<file path="src/core/chg_timer_pkg.sv">
// package for the charge safety timer and temperature zone block
// assumes a 100 MHz clock and a wishbone master with 32-bit data
package chg_timer_pkg;
   localparam int CLK_HZ          = 100_000_000;
   localparam int TICK_SEC        = 1;                    // timer resolution, seconds
   localparam int TICK_CYCLES     = CLK_HZ * TICK_SEC;
   localparam int INT_PULSE_US    = 256;
   localparam int INT_PULSE_CYCLES = INT_PULSE_US * (CLK_HZ / 1_000_000);
   localparam int SEC_PER_HOUR    = 3600;
   localparam int CNT_W           = 17;
   localparam int TICK_W          = 32;
   localparam int PULSE_W         = 16;

   // durations in seconds
   localparam logic [CNT_W-1:0] TRICKLE_SEC   = CNT_W'(1 * SEC_PER_HOUR);
   localparam logic [CNT_W-1:0] PRE_LONG_SEC  = CNT_W'(2 * SEC_PER_HOUR);
   localparam logic [CNT_W-1:0] PRE_SHORT_SEC = CNT_W'(SEC_PER_HOUR / 2);
   localparam logic [CNT_W-1:0] FAST_SEC_0    = CNT_W'(5 * SEC_PER_HOUR);
   localparam logic [CNT_W-1:0] FAST_SEC_1    = CNT_W'(8 * SEC_PER_HOUR);
   localparam logic [CNT_W-1:0] FAST_SEC_2    = CNT_W'(12 * SEC_PER_HOUR);
   localparam logic [CNT_W-1:0] FAST_SEC_3    = CNT_W'(24 * SEC_PER_HOUR);

   // register byte offsets
   localparam logic [7:0] REG_CTRL   = 8'h00;
   localparam logic [7:0] REG_TEMP   = 8'h04;
   localparam logic [7:0] REG_STATUS = 8'h08;
   localparam logic [7:0] REG_FLAG   = 8'h0C;

   // control register fields
   localparam int CTRL_CHG_EN   = 0;
   localparam int CTRL_TMR_EN   = 1;   // three bits: trickle, pre, fast
   localparam int CTRL_HALF_EN  = 4;
   localparam int CTRL_PRE_DUR  = 5;
   localparam int CTRL_FAST_DUR = 6;   // two bits
   localparam logic [7:0] CTRL_RESET = 8'h9F;  // all enabled, pre 2 h, fast 12 h

   // temperature register fields
   localparam int TEMP_ISET  = 0;   // two bits
   localparam int TEMP_VSET  = 2;   // three bits
   localparam int TEMP_IGN   = 5;
   localparam int TEMP_MASK  = 6;
   localparam int TEMP_COOL  = 7;   // two bits
   localparam int TEMP_WARM  = 9;   // two bits
   localparam logic [10:0] TEMP_RESET = 11'h28D;

   // status and flag fields
   localparam int STAT_ZONE    = 0;   // cold, cool, warm, hot
   localparam int STAT_EXPIRED = 4;   // trickle, pre, fast
   localparam int STAT_PHASE   = 7;
   localparam int STAT_HALF    = 9;
   localparam int STAT_TERM    = 10;

   localparam logic [1:0] ISET_SUSPEND = 2'b00;
   localparam logic [1:0] ISET_20      = 2'b01;
   localparam logic [1:0] ISET_40      = 2'b10;
   localparam logic [1:0] ISET_100     = 2'b11;
   localparam logic [2:0] VSET_SUSPEND = 3'b000;

   typedef enum logic [1:0] {
      PH_IDLE    = 2'b00,
      PH_TRICKLE = 2'b01,
      PH_PRE     = 2'b10,
      PH_FAST    = 2'b11
   } phase_e;
endpackage

</file>
<file path="src/core/charge_safety_timer_temp_zones.sv">
// charge safety timers (trickle, pre, fast) and battery temperature zones
// assumes comparator and regulation inputs synchronous to clk_i, wishbone classic master
`timescale 1ns/10ps
module charge_safety_timer_temp_zones #(
   parameter int TICK_CYCLES      = chg_timer_pkg::TICK_CYCLES,
   parameter int INT_PULSE_CYCLES = chg_timer_pkg::INT_PULSE_CYCLES
) (
   input  wire logic                            clk_i,
   input  wire logic                            rst_i,
   input  wire logic                            wb_cyc_i,
   input  wire logic                            wb_stb_i,
   input  wire logic                            wb_we_i,
   input  wire logic [7:0]                      wb_adr_i,
   input  wire logic [3:0]                      wb_sel_i,
   input  wire logic [31:0]                     wb_dat_i,
   output logic      [31:0]                     wb_dat_o,
   output logic                                 wb_ack_o,
   input  wire logic                            charge_enable_n_i,
   input  wire logic                            vbat_above_shortz_i,
   input  wire logic                            vbat_above_lowv_i,
   input  wire logic                            vbat_above_recharge_i,
   input  wire logic                            cv_loop_i,
   input  wire logic                            below_term_current_i,
   input  wire logic                            recharge_i,
   input  wire logic                            regulation_i,
   input  wire logic                            charge_fault_i,
   input  wire logic                            supplement_i,
   input  wire logic                            beyond_cold_i,
   input  wire logic                            beyond_cool_i,
   input  wire logic                            beyond_warm_i,
   input  wire logic                            beyond_hot_i,
   output logic                                 charge_on_o,
   output chg_timer_pkg::phase_e                phase_o,
   output logic      [1:0]                      current_scale_o,
   output logic                                 voltage_reduce_o,
   output logic      [2:0]                      warm_zone_voltage_select_o,
   output logic      [1:0]                      cool_threshold_select_o,
   output logic      [1:0]                      warm_threshold_select_o,
   output logic                                 terminated_o,
   output logic                                 int_n_o
);
   import chg_timer_pkg::*;

   typedef struct packed {
      logic [TICK_W-1:0]       tick_cnt;
      logic                    half_phase;
      logic                    half_mode;
      logic [2:0][CNT_W-1:0]   tmr;
      logic [2:0]              expired;
      logic [2:0]              tmr_flag;
      logic [3:0]              zone;
      logic [3:0]              zone_flag;
      phase_e                  phase;
      logic                    run_q;
      logic                    terminated;
      logic [7:0]              ctrl;
      logic [7:0]              ctrl_q;
      logic [10:0]             temp;
      logic [PULSE_W-1:0]      int_cnt;
      logic                    ack;
      logic [31:0]             dat;
   } state_s;

   state_s q;
   state_s s;

   function automatic logic [CNT_W-1:0] duration(input int idx, input logic [7:0] c);
      logic [CNT_W-1:0] d;
      d = TRICKLE_SEC;
      if (idx == 1) begin
         d = c[CTRL_PRE_DUR] ? PRE_SHORT_SEC : PRE_LONG_SEC;
      end else if (idx == 2) begin
         case (c[CTRL_FAST_DUR +: 2])
            2'b00:   d = FAST_SEC_0;
            2'b01:   d = FAST_SEC_1;
            2'b10:   d = FAST_SEC_2;
            default: d = FAST_SEC_3;
         endcase
      end
      return d;
   endfunction

   always_comb begin
      logic             run_req;
      logic             ignore;
      logic [3:0]       zone_now;
      logic             temp_ok;
      logic             zone_susp;
      logic             zone_half;
      logic             cycle_on;
      logic             suspend;
      logic             restart;
      logic             tick;
      logic             adv;
      logic             tp_move;
      logic             pf_move;
      logic             event_int;
      logic             hit;
      logic [2:0]       tmr_set;
      logic [3:0]       zflag_set;
      logic [2:0]       clr;
      logic [2:0]       active;
      logic [CNT_W-1:0] dur;
      phase_e           ph;
      s         = q;
      zone_now  = 4'h0;
      temp_ok   = 1'b0;
      zone_susp = 1'b0;
      zone_half = 1'b0;
      cycle_on  = 1'b0;
      suspend   = 1'b0;
      restart   = 1'b0;
      tick      = 1'b0;
      adv       = 1'b0;
      tp_move   = 1'b0;
      pf_move   = 1'b0;
      hit       = 1'b0;
      clr       = 3'b000;
      active    = 3'b000;
      dur       = '0;
      ph        = PH_IDLE;
      tmr_set   = 3'b000;
      zflag_set = 4'h0;
      event_int = 1'b0;
      ignore    = q.temp[TEMP_IGN];
      run_req   = q.ctrl[CTRL_CHG_EN] & ~charge_enable_n_i;

      // zone decode; ignore forces all zone bits low
      zone_now = ignore ? 4'h0 :
                 {beyond_hot_i, beyond_warm_i & ~beyond_hot_i,
                  beyond_cool_i & ~beyond_cold_i, beyond_cold_i};
      temp_ok   = ~zone_now[0] & ~zone_now[3];
      zone_susp = (zone_now[1] & (q.temp[TEMP_ISET +: 2] == ISET_SUSPEND)) |
                  (zone_now[2] & (q.temp[TEMP_VSET +: 3] == VSET_SUSPEND));
      zone_half = zone_now[1] & ((q.temp[TEMP_ISET +: 2] == ISET_20) |
                                 (q.temp[TEMP_ISET +: 2] == ISET_40));

      cycle_on = run_req & ~(|q.expired) & ~q.terminated;
      suspend  = charge_fault_i | supplement_i | ~temp_ok | zone_susp;
      restart  = (run_req & ~q.run_q) | (recharge_i & q.terminated);

      // phase from fixed 2.2 V and low-voltage comparators
      if (!cycle_on) begin
         ph = PH_IDLE;
      end else if (!vbat_above_shortz_i) begin
         ph = PH_TRICKLE;
      end else if (!vbat_above_lowv_i) begin
         ph = PH_PRE;
      end else begin
         ph = PH_FAST;
      end
      s.phase = ph;
      s.run_q = run_req;
      tp_move = ((q.phase == PH_TRICKLE) & (ph == PH_PRE)) |
                ((q.phase == PH_PRE) & (ph == PH_TRICKLE));
      pf_move = ((q.phase == PH_PRE) & (ph == PH_FAST)) |
                ((q.phase == PH_FAST) & (ph == PH_PRE));

      // termination still applies in cool and warm zones
      if (restart) begin
         s.terminated = 1'b0;
      end else if (cycle_on & ~suspend & ~regulation_i & below_term_current_i &
                   vbat_above_recharge_i & cv_loop_i) begin
         s.terminated = 1'b1;
      end

      // a cleared doubling bit only takes hold once regulation ends
      s.half_mode = regulation_i & (q.half_mode | q.ctrl[CTRL_HALF_EN]);

      // common time base; frozen while suspended so no partial tick is lost
      tick = 1'b0;
      if (!suspend) begin
         if (q.tick_cnt == TICK_W'(TICK_CYCLES - 1)) begin
            s.tick_cnt = '0;
            tick       = 1'b1;
         end else begin
            s.tick_cnt = q.tick_cnt + 1'b1;
         end
      end
      if (tick) begin
         s.half_phase = ~q.half_phase;
      end
      adv = tick & (~(q.half_mode | zone_half) | q.half_phase);

      clr[0] = tp_move;
      clr[1] = tp_move | pf_move |
               (q.ctrl[CTRL_PRE_DUR] != q.ctrl_q[CTRL_PRE_DUR]);
      clr[2] = pf_move |
               (q.ctrl[CTRL_FAST_DUR +: 2] != q.ctrl_q[CTRL_FAST_DUR +: 2]);
      active[0] = ph == PH_TRICKLE;
      active[1] = ph == PH_PRE;
      active[2] = ph == PH_FAST;
      if (restart) begin
         s.expired = 3'b000;
      end
      for (int i = 0; i < 3; i++) begin
         dur = duration(i, q.ctrl);
         if (restart | clr[i] |
             (q.ctrl[CTRL_TMR_EN + i] & ~q.ctrl_q[CTRL_TMR_EN + i])) begin
            s.tmr[i] = '0;
         end else if (q.ctrl[CTRL_TMR_EN + i] & active[i] & adv) begin
            if (q.tmr[i] >= dur - 1'b1) begin
               s.expired[i] = 1'b1;
               tmr_set[i]   = 1'b1;
               event_int    = 1'b1;
            end else begin
               s.tmr[i] = q.tmr[i] + 1'b1;
            end
         end
      end

      // zone change: status, flag, interrupt unless masked
      if (zone_now != q.zone) begin
         s.zone = zone_now;
         if (!ignore) begin
            zflag_set = zone_now;
            event_int = event_int | ~q.temp[TEMP_MASK];
         end
      end

      // wishbone: one wait state, registered ack and data
      hit       = wb_cyc_i & wb_stb_i & ~q.ack;
      s.ack     = hit;
      s.dat     = 32'h0000_0000;
      s.ctrl_q  = q.ctrl;
      if (hit & wb_we_i) begin
         case (wb_adr_i)
            REG_CTRL: begin
               if (wb_sel_i[0]) begin
                  s.ctrl = wb_dat_i[7:0];
               end
            end
            REG_TEMP: begin
               if (wb_sel_i[0]) begin
                  s.temp[7:0] = wb_dat_i[7:0];
               end
               if (wb_sel_i[1]) begin
                  s.temp[10:8] = wb_dat_i[10:8];
               end
            end
            REG_FLAG: begin
               if (wb_sel_i[0]) begin
                  s.zone_flag = q.zone_flag & ~wb_dat_i[3:0];
                  s.tmr_flag  = q.tmr_flag & ~wb_dat_i[6:4];
               end
            end
            default: begin
            end
         endcase
      end else if (hit) begin
         case (wb_adr_i)
            REG_CTRL:   s.dat = {24'h00_0000, q.ctrl};
            REG_TEMP:   s.dat = {21'h00_0000, q.temp};
            REG_STATUS: s.dat = {21'h00_0000, q.terminated, q.half_mode, q.phase,
                                 q.expired, q.zone};
            REG_FLAG:   s.dat = {25'h000_0000, q.tmr_flag, q.zone_flag};
            default:    s.dat = 32'h0000_0000;
         endcase
      end
      // hardware set wins over a same-cycle software clear
      s.zone_flag = s.zone_flag | zflag_set;
      s.tmr_flag  = s.tmr_flag | tmr_set;

      // back-to-back events inside one pulse merge into it
      if (q.int_cnt != '0) begin
         s.int_cnt = q.int_cnt - 1'b1;
      end else if (event_int) begin
         s.int_cnt = PULSE_W'(INT_PULSE_CYCLES);
      end
   end

   always_ff @(posedge clk_i) begin
      if (rst_i) begin
         q            <= '0;
         q.ctrl       <= CTRL_RESET;
         q.ctrl_q     <= CTRL_RESET;
         q.temp       <= TEMP_RESET;
         q.phase      <= PH_IDLE;
      end else begin
         q <= s;
      end
   end

   always_comb begin
      charge_on_o = (q.phase != PH_IDLE) & ~charge_fault_i & ~supplement_i &
                    ~(q.zone[0] | q.zone[3]) &
                    ~(q.zone[1] & (q.temp[TEMP_ISET +: 2] == ISET_SUSPEND)) &
                    ~(q.zone[2] & (q.temp[TEMP_VSET +: 3] == VSET_SUSPEND));
      current_scale_o = q.zone[1] ? q.temp[TEMP_ISET +: 2] : ISET_100;
      voltage_reduce_o = q.zone[2];
   end

   assign wb_ack_o                   = q.ack;
   assign wb_dat_o                   = q.dat;
   assign phase_o                    = q.phase;
   assign warm_zone_voltage_select_o = q.temp[TEMP_VSET +: 3];
   assign cool_threshold_select_o    = q.temp[TEMP_COOL +: 2];
   assign warm_threshold_select_o    = q.temp[TEMP_WARM +: 2];
   assign terminated_o               = q.terminated;
   assign int_n_o                    = (q.int_cnt == '0);

endmodule // charge_safety_timer_temp_zones

</file>
<file path="config.mk">
export PLATFORM = sky130hd
export DESIGN_NAME = charge_safety_timer_temp_zones
export DESIGN_NICKNAME = d
export VERILOG_FILES = /design/src/core/chg_timer_pkg.sv /design/src/core/charge_safety_timer_temp_zones.sv
export SDC_FILE = /design/constraint.sdc
export NUM_CORES = 1
export LEC_CHECK = 0
export ABC_AREA = 1
export BUFFER_PORTS_ARGS = -buffer_cell sky130_fd_sc_hd__buf_2
export CAP_MARGIN = 40
export CORE_UTILIZATION = 48
export CTS_BUF_LIST = sky130_fd_sc_hd__clkbuf_16
export CTS_CLUSTER_DIAMETER = 30
export DETAILED_ROUTE_END_ITERATION = 7
export PLACE_DENSITY = 0.79
export SLEW_MARGIN = 20
export SYNTH_ARGS = -nofsm -noshare
export SYNTH_HDL_FRONTEND = slang
export SYNTH_SLANG_ARGS = --single-unit
</file>
<file path="constraint.sdc">
create_clock -name clk_i -period 6.93 [get_ports clk_i]
set_clock_uncertainty 0.1 [all_clocks]
set_input_delay 0.3465 -clock clk_i [delete_from_list [all_inputs] [get_ports clk_i]]
set_output_delay 0.3465 -clock clk_i [all_outputs]
set_load 0.01 [all_outputs]
</file>
==> run_results.csv <==
group,metric,value,unit
placed_design,dp_hpwl,16100,µm
logic_synthesis,async_reset_ff_share,0,%
timing,hold_slack,0.0178,ns
worst_setup_path,cp.arrival,3.16,ns
logic_synthesis,synth_xor_area_share,3.38,%
logic_synthesis,syn_area,8550,µm²
clocking,cts_tree,"done",
clocking,clockBufferDepth,2,
min_path,hold_depth,3,
worst_setup_path,crit_chain,"inv_1 > ha_1 > inv_1 > ha_1 > nand2_1 > inv_1 > nand2_1 > nand2_1 > a21oi_1 > nand4_1 > nor3_4 > nand2_1 > or2_0 > a21oi_1",
logic_synthesis,avgSynthCellArea,6.98,µm²
placed_design,io_buffers,66,
global_routing,grt_antenna_before_repair,4,
finish,seq_area,3120,µm²
drt,drc,0,
timing,timing.fmax,0.344,GHz
placed_design,dp.cells,1480,
finish,syn2layout_area_growth,10.5,%
worst_setup_path,worstSetupEndpointType,"flop",
clocking,cts_buffers,17,
worst_setup_path,r2r-end,"q[133]",
drt,via_per_inst,5.29,
timing,setup_violations,0,
clocking,cts_max_level,4,
logic_synthesis,synthFlopType,"dfxtp_1",
global_routing,grtUsageTotal,24.3,%
clocking,clock-sinks,156,
worst_setup_path,critPathRequiredTime,7.18,ns
floorplan,rows,48,
worst_setup_path,cp-start-kind,"flop",
timing,finalHoldViolCount,0,
drt,wl_per_cell,14.2,µm
global_routing,grt_max_degree,45,
floorplan,start_util,49.3,%
drt,vias,7997,
min_path,hp-class,"input pin to flop",
finish,nFillCells,1672,
power_and_ir_drop,p_leak,3.91,nW
global_routing,grt_pass1_vias,7540,
drt,firstDrtPassIters,4,
logic_synthesis,synth.area.top_cells,"dfxtp_1 37%, nand2_1 11%, inv_1 6.8%",
clocking,cts_setup_buffers,0,
logic_synthesis,yosys.area.top_type,"dfxtp_1",
floorplan,coreArea,17400,µm²
worst_setup_path,cp_slowest_cell,"nor3_4",
min_path,min_from,"wb_dat_i[9]",
clocking,cts_hold_buf,0,
run,drv_cap,0,
power_and_ir_drop,ir_worst_vdd,0.191,mV
clocking,insertion_delay,0.43,ns
finish,drive_gt1_share,11.0,%
floorplan,die_w,135,µm
logic_synthesis,ys_ff_latch,156,
logic_synthesis,synthAdderAreaFrac,4.53,%
timing,finalCritPeriodShare,41.9,%
timing,rsz0062_at_grt,"false",
logic_synthesis,synth_compound_area_share,11.6,%
finish,stdcell_count,1513,
worst_setup_path,r2r_setup_slack,4.02,ns
finish,fin_nets,1368,
status,status,"finished, final reports clean",
drt,totalWireLength,21400,µm
drt,drtIter0Drc,406,
worst_setup_path,max_stage_delay,0.41,ns
logic_synthesis,synth_top_family_by_area,"simple AND/OR/NAND/NOR gates",
logic_synthesis,synth_top_area_share,36.5,%
logic_synthesis,synth_cell_types,49,
floorplan,dieHeight,135,µm
clocking,cts.clk_slew.worst_paths,0.06,ns
logic_synthesis,synth-simple-area-share,32.3,%
timing,tightest_slew,0.829,ns
timing,period_needed,2.91,ns
worst_setup_path,crit_top_cell,"nand2_1",
clocking,cts-resized-gates,0,
worst_setup_path,crit_path_max_fanout,9,
timing,finalMaxSlewViolations,0,
timing,relSlewSlack,44.5,%
logic_synthesis,synthCells,1225,
clocking,ctsRootBufferMaster,"clkbuf_16",
floorplan,dieArea,18400,µm²
drt,ant_nets,0,
placed_design,finalWeightedCongestion,0.963,
logic_synthesis,synth.area.mux_share,0,%
worst_setup_path,r2r-start,"q[74]",
worst_setup_path,r2r_cells,14,
min_path,whs_endpoint,"warm_threshold_select_o[0]",
floorplan,io_pins,111,
worst_setup_path,crit_type,"flop to flop",
logic_synthesis,synth_edf_count,0,
timing,tns,0,ns
finish,multiInputGateArea,4510,µm²
logic_synthesis,ys_seq_area_share,36.5,%
power_and_ir_drop,power_per_cell_area,235,nW/µm²
logic_synthesis,ys_warn_count,0,
global_routing,grt_pass1_wl,35100,µm
global_routing,grt-ovfl-total,0,
-- metal layers --
metal / share of wire (%) / GRT usage, % / vias up
li1: - / - / 4066
met2: 49 / 41.9 / 240
met5: 0.12 / 0 / -
met3: 6.5 / 5.99 / 47
met4: 2.3 / 9.18 / 4
met1: 42 / 28.9 / 3640
-- synthesized netlist by cell type (2+ instances only) --
master,count
nand2_1,245
dfxtp_1,156
inv_1,155
nor2_1,150
a21oi_1,96
nand3_1,74
buf_4,42
o21ai_0,42
nor3_1,41
nand4_1,38
ha_1,31
xor2_1,22
clkbuf_1,15
nor4_1,15
xnor2_1,11
nor2_2,8
o211ai_1,8
a221oi_1,7
or2_2,7
inv_2,6
nand2_2,6
a31oi_1,5
a211oi_1,4
nor3_4,3
nor4_2,3
o22ai_1,3
o31ai_1,3
or2_0,3
a32o_1,2
clkinv_1,2
nand3b_1,2
nor2_4,2
nor3_2,2
-- cells in the final DEF, fill, tap and decap left out, drive strengths merged, types with 2 or more instances in the layout --
cell / synthesis / routed
o31ai: 3 / 3
nand3: 76 / 76
a31oi: 5 / 5
nand3b: 2 / 2
inv: 161 / 164
xnor2: 11 / 11
nand4: 40 / 40
o21ai: 43 / 43
o211ai: 8 / 8
nor3: 46 / 46
diode: 0 / 2
or2: 10 / 10
nor4: 18 / 18
buf: 43 / 69
ha: 31 / 31
a211oi: 4 / 4
clkinvlp: 0 / 3
a221oi: 7 / 7
o22ai: 3 / 3
bufinv: 0 / 2
clkinv: 3 / 9
conb: 1 / 21
nand2: 252 / 252
nor2: 160 / 160
dfxtp: 156 / 156
a32o: 2 / 2
xor2: 22 / 22
a21oi: 96 / 96
clkbuf: 16 / 17
-- where the power goes --
part | internal [W] | total (W) | switching [W]
Clock | 0.000522 | 0.000900 | 0.000378
Sequential | 0.000942 | 0.000981 | 0.0000386
Combinational | 0.000127 | 0.000345 | 0.000218
-- registers in the layout, indices dropped and copies added (netlist names) --
| signal | count |
|---|---|
| cool_threshold_select_o | 2 |
| phase_o | 2 |
| q | 133 |
| terminated_o | 1 |
| voltage_reduce_o | 1 |
| warm_threshold_select_o | 2 |
| warm_zone_voltage_select_o | 3 |
| wb_ack_o | 1 |
| wb_dat_o | 11 |
-- final cells by class --
cell class,count,area share [%]
diodes,2,0.0529
clock buffers,17,4.50
clock inverters,14,1.39
inverters,164,6.52
multi-input cells,866,47.7
flip-flops and latches,156,33.0
well taps,225,2.98
repair buffers,69,3.85
-- per-stage QoR --
step	cell area, µm²	util (%)	total power, W	setup slack [ns]
after detailed placement	8890	51.2	0.00134	4.07
after global routing	9450	54.5	0.00232	3.79
after CTS	9450	54.4	0.00224	4.03
after floorplan	8630	-	0.00126	4.54
after global placement	8870	51.1	0.00133	3.88
final	9460	54.5	0.00223	4.02
-- logic make-up (layout without fill, tap and decap cells) --
logic type | count (synthesis) | in the layout
compound gates | 176 | 176
xor+xnor | 33 | 33
fa+ha+maj | 31 | 31
buf+inv | 223 | 264
flops | 156 | 156
other cells | 1 | 23
simple gates | 605 | 605
-- how the worst max path moves through the flow --
stage,start,end,slack [ns],cells past startpoint
after floorplan,q[74],q[136],4.54,14
after global placement,beyond_hot_i,q[169],3.88,10
after detailed placement,q[74],q[133],4.07,14
after CTS,q[74],q[133],4.03,14
after global routing,q[74],q[133],3.79,14
final,q[74],q[133],4.02,14
-- worst max-delay path: cells and delay by family, from the launching register on --
kind / cells / cell delay (ns)
simple gates: 7 / 1.19
compound gates: 2 / 0.24
fa+ha+maj: 2 / 0.58
flops: 1 / 0.34
buf+inv: 3 / 0.35
Power figures use the tool's default switching activity.
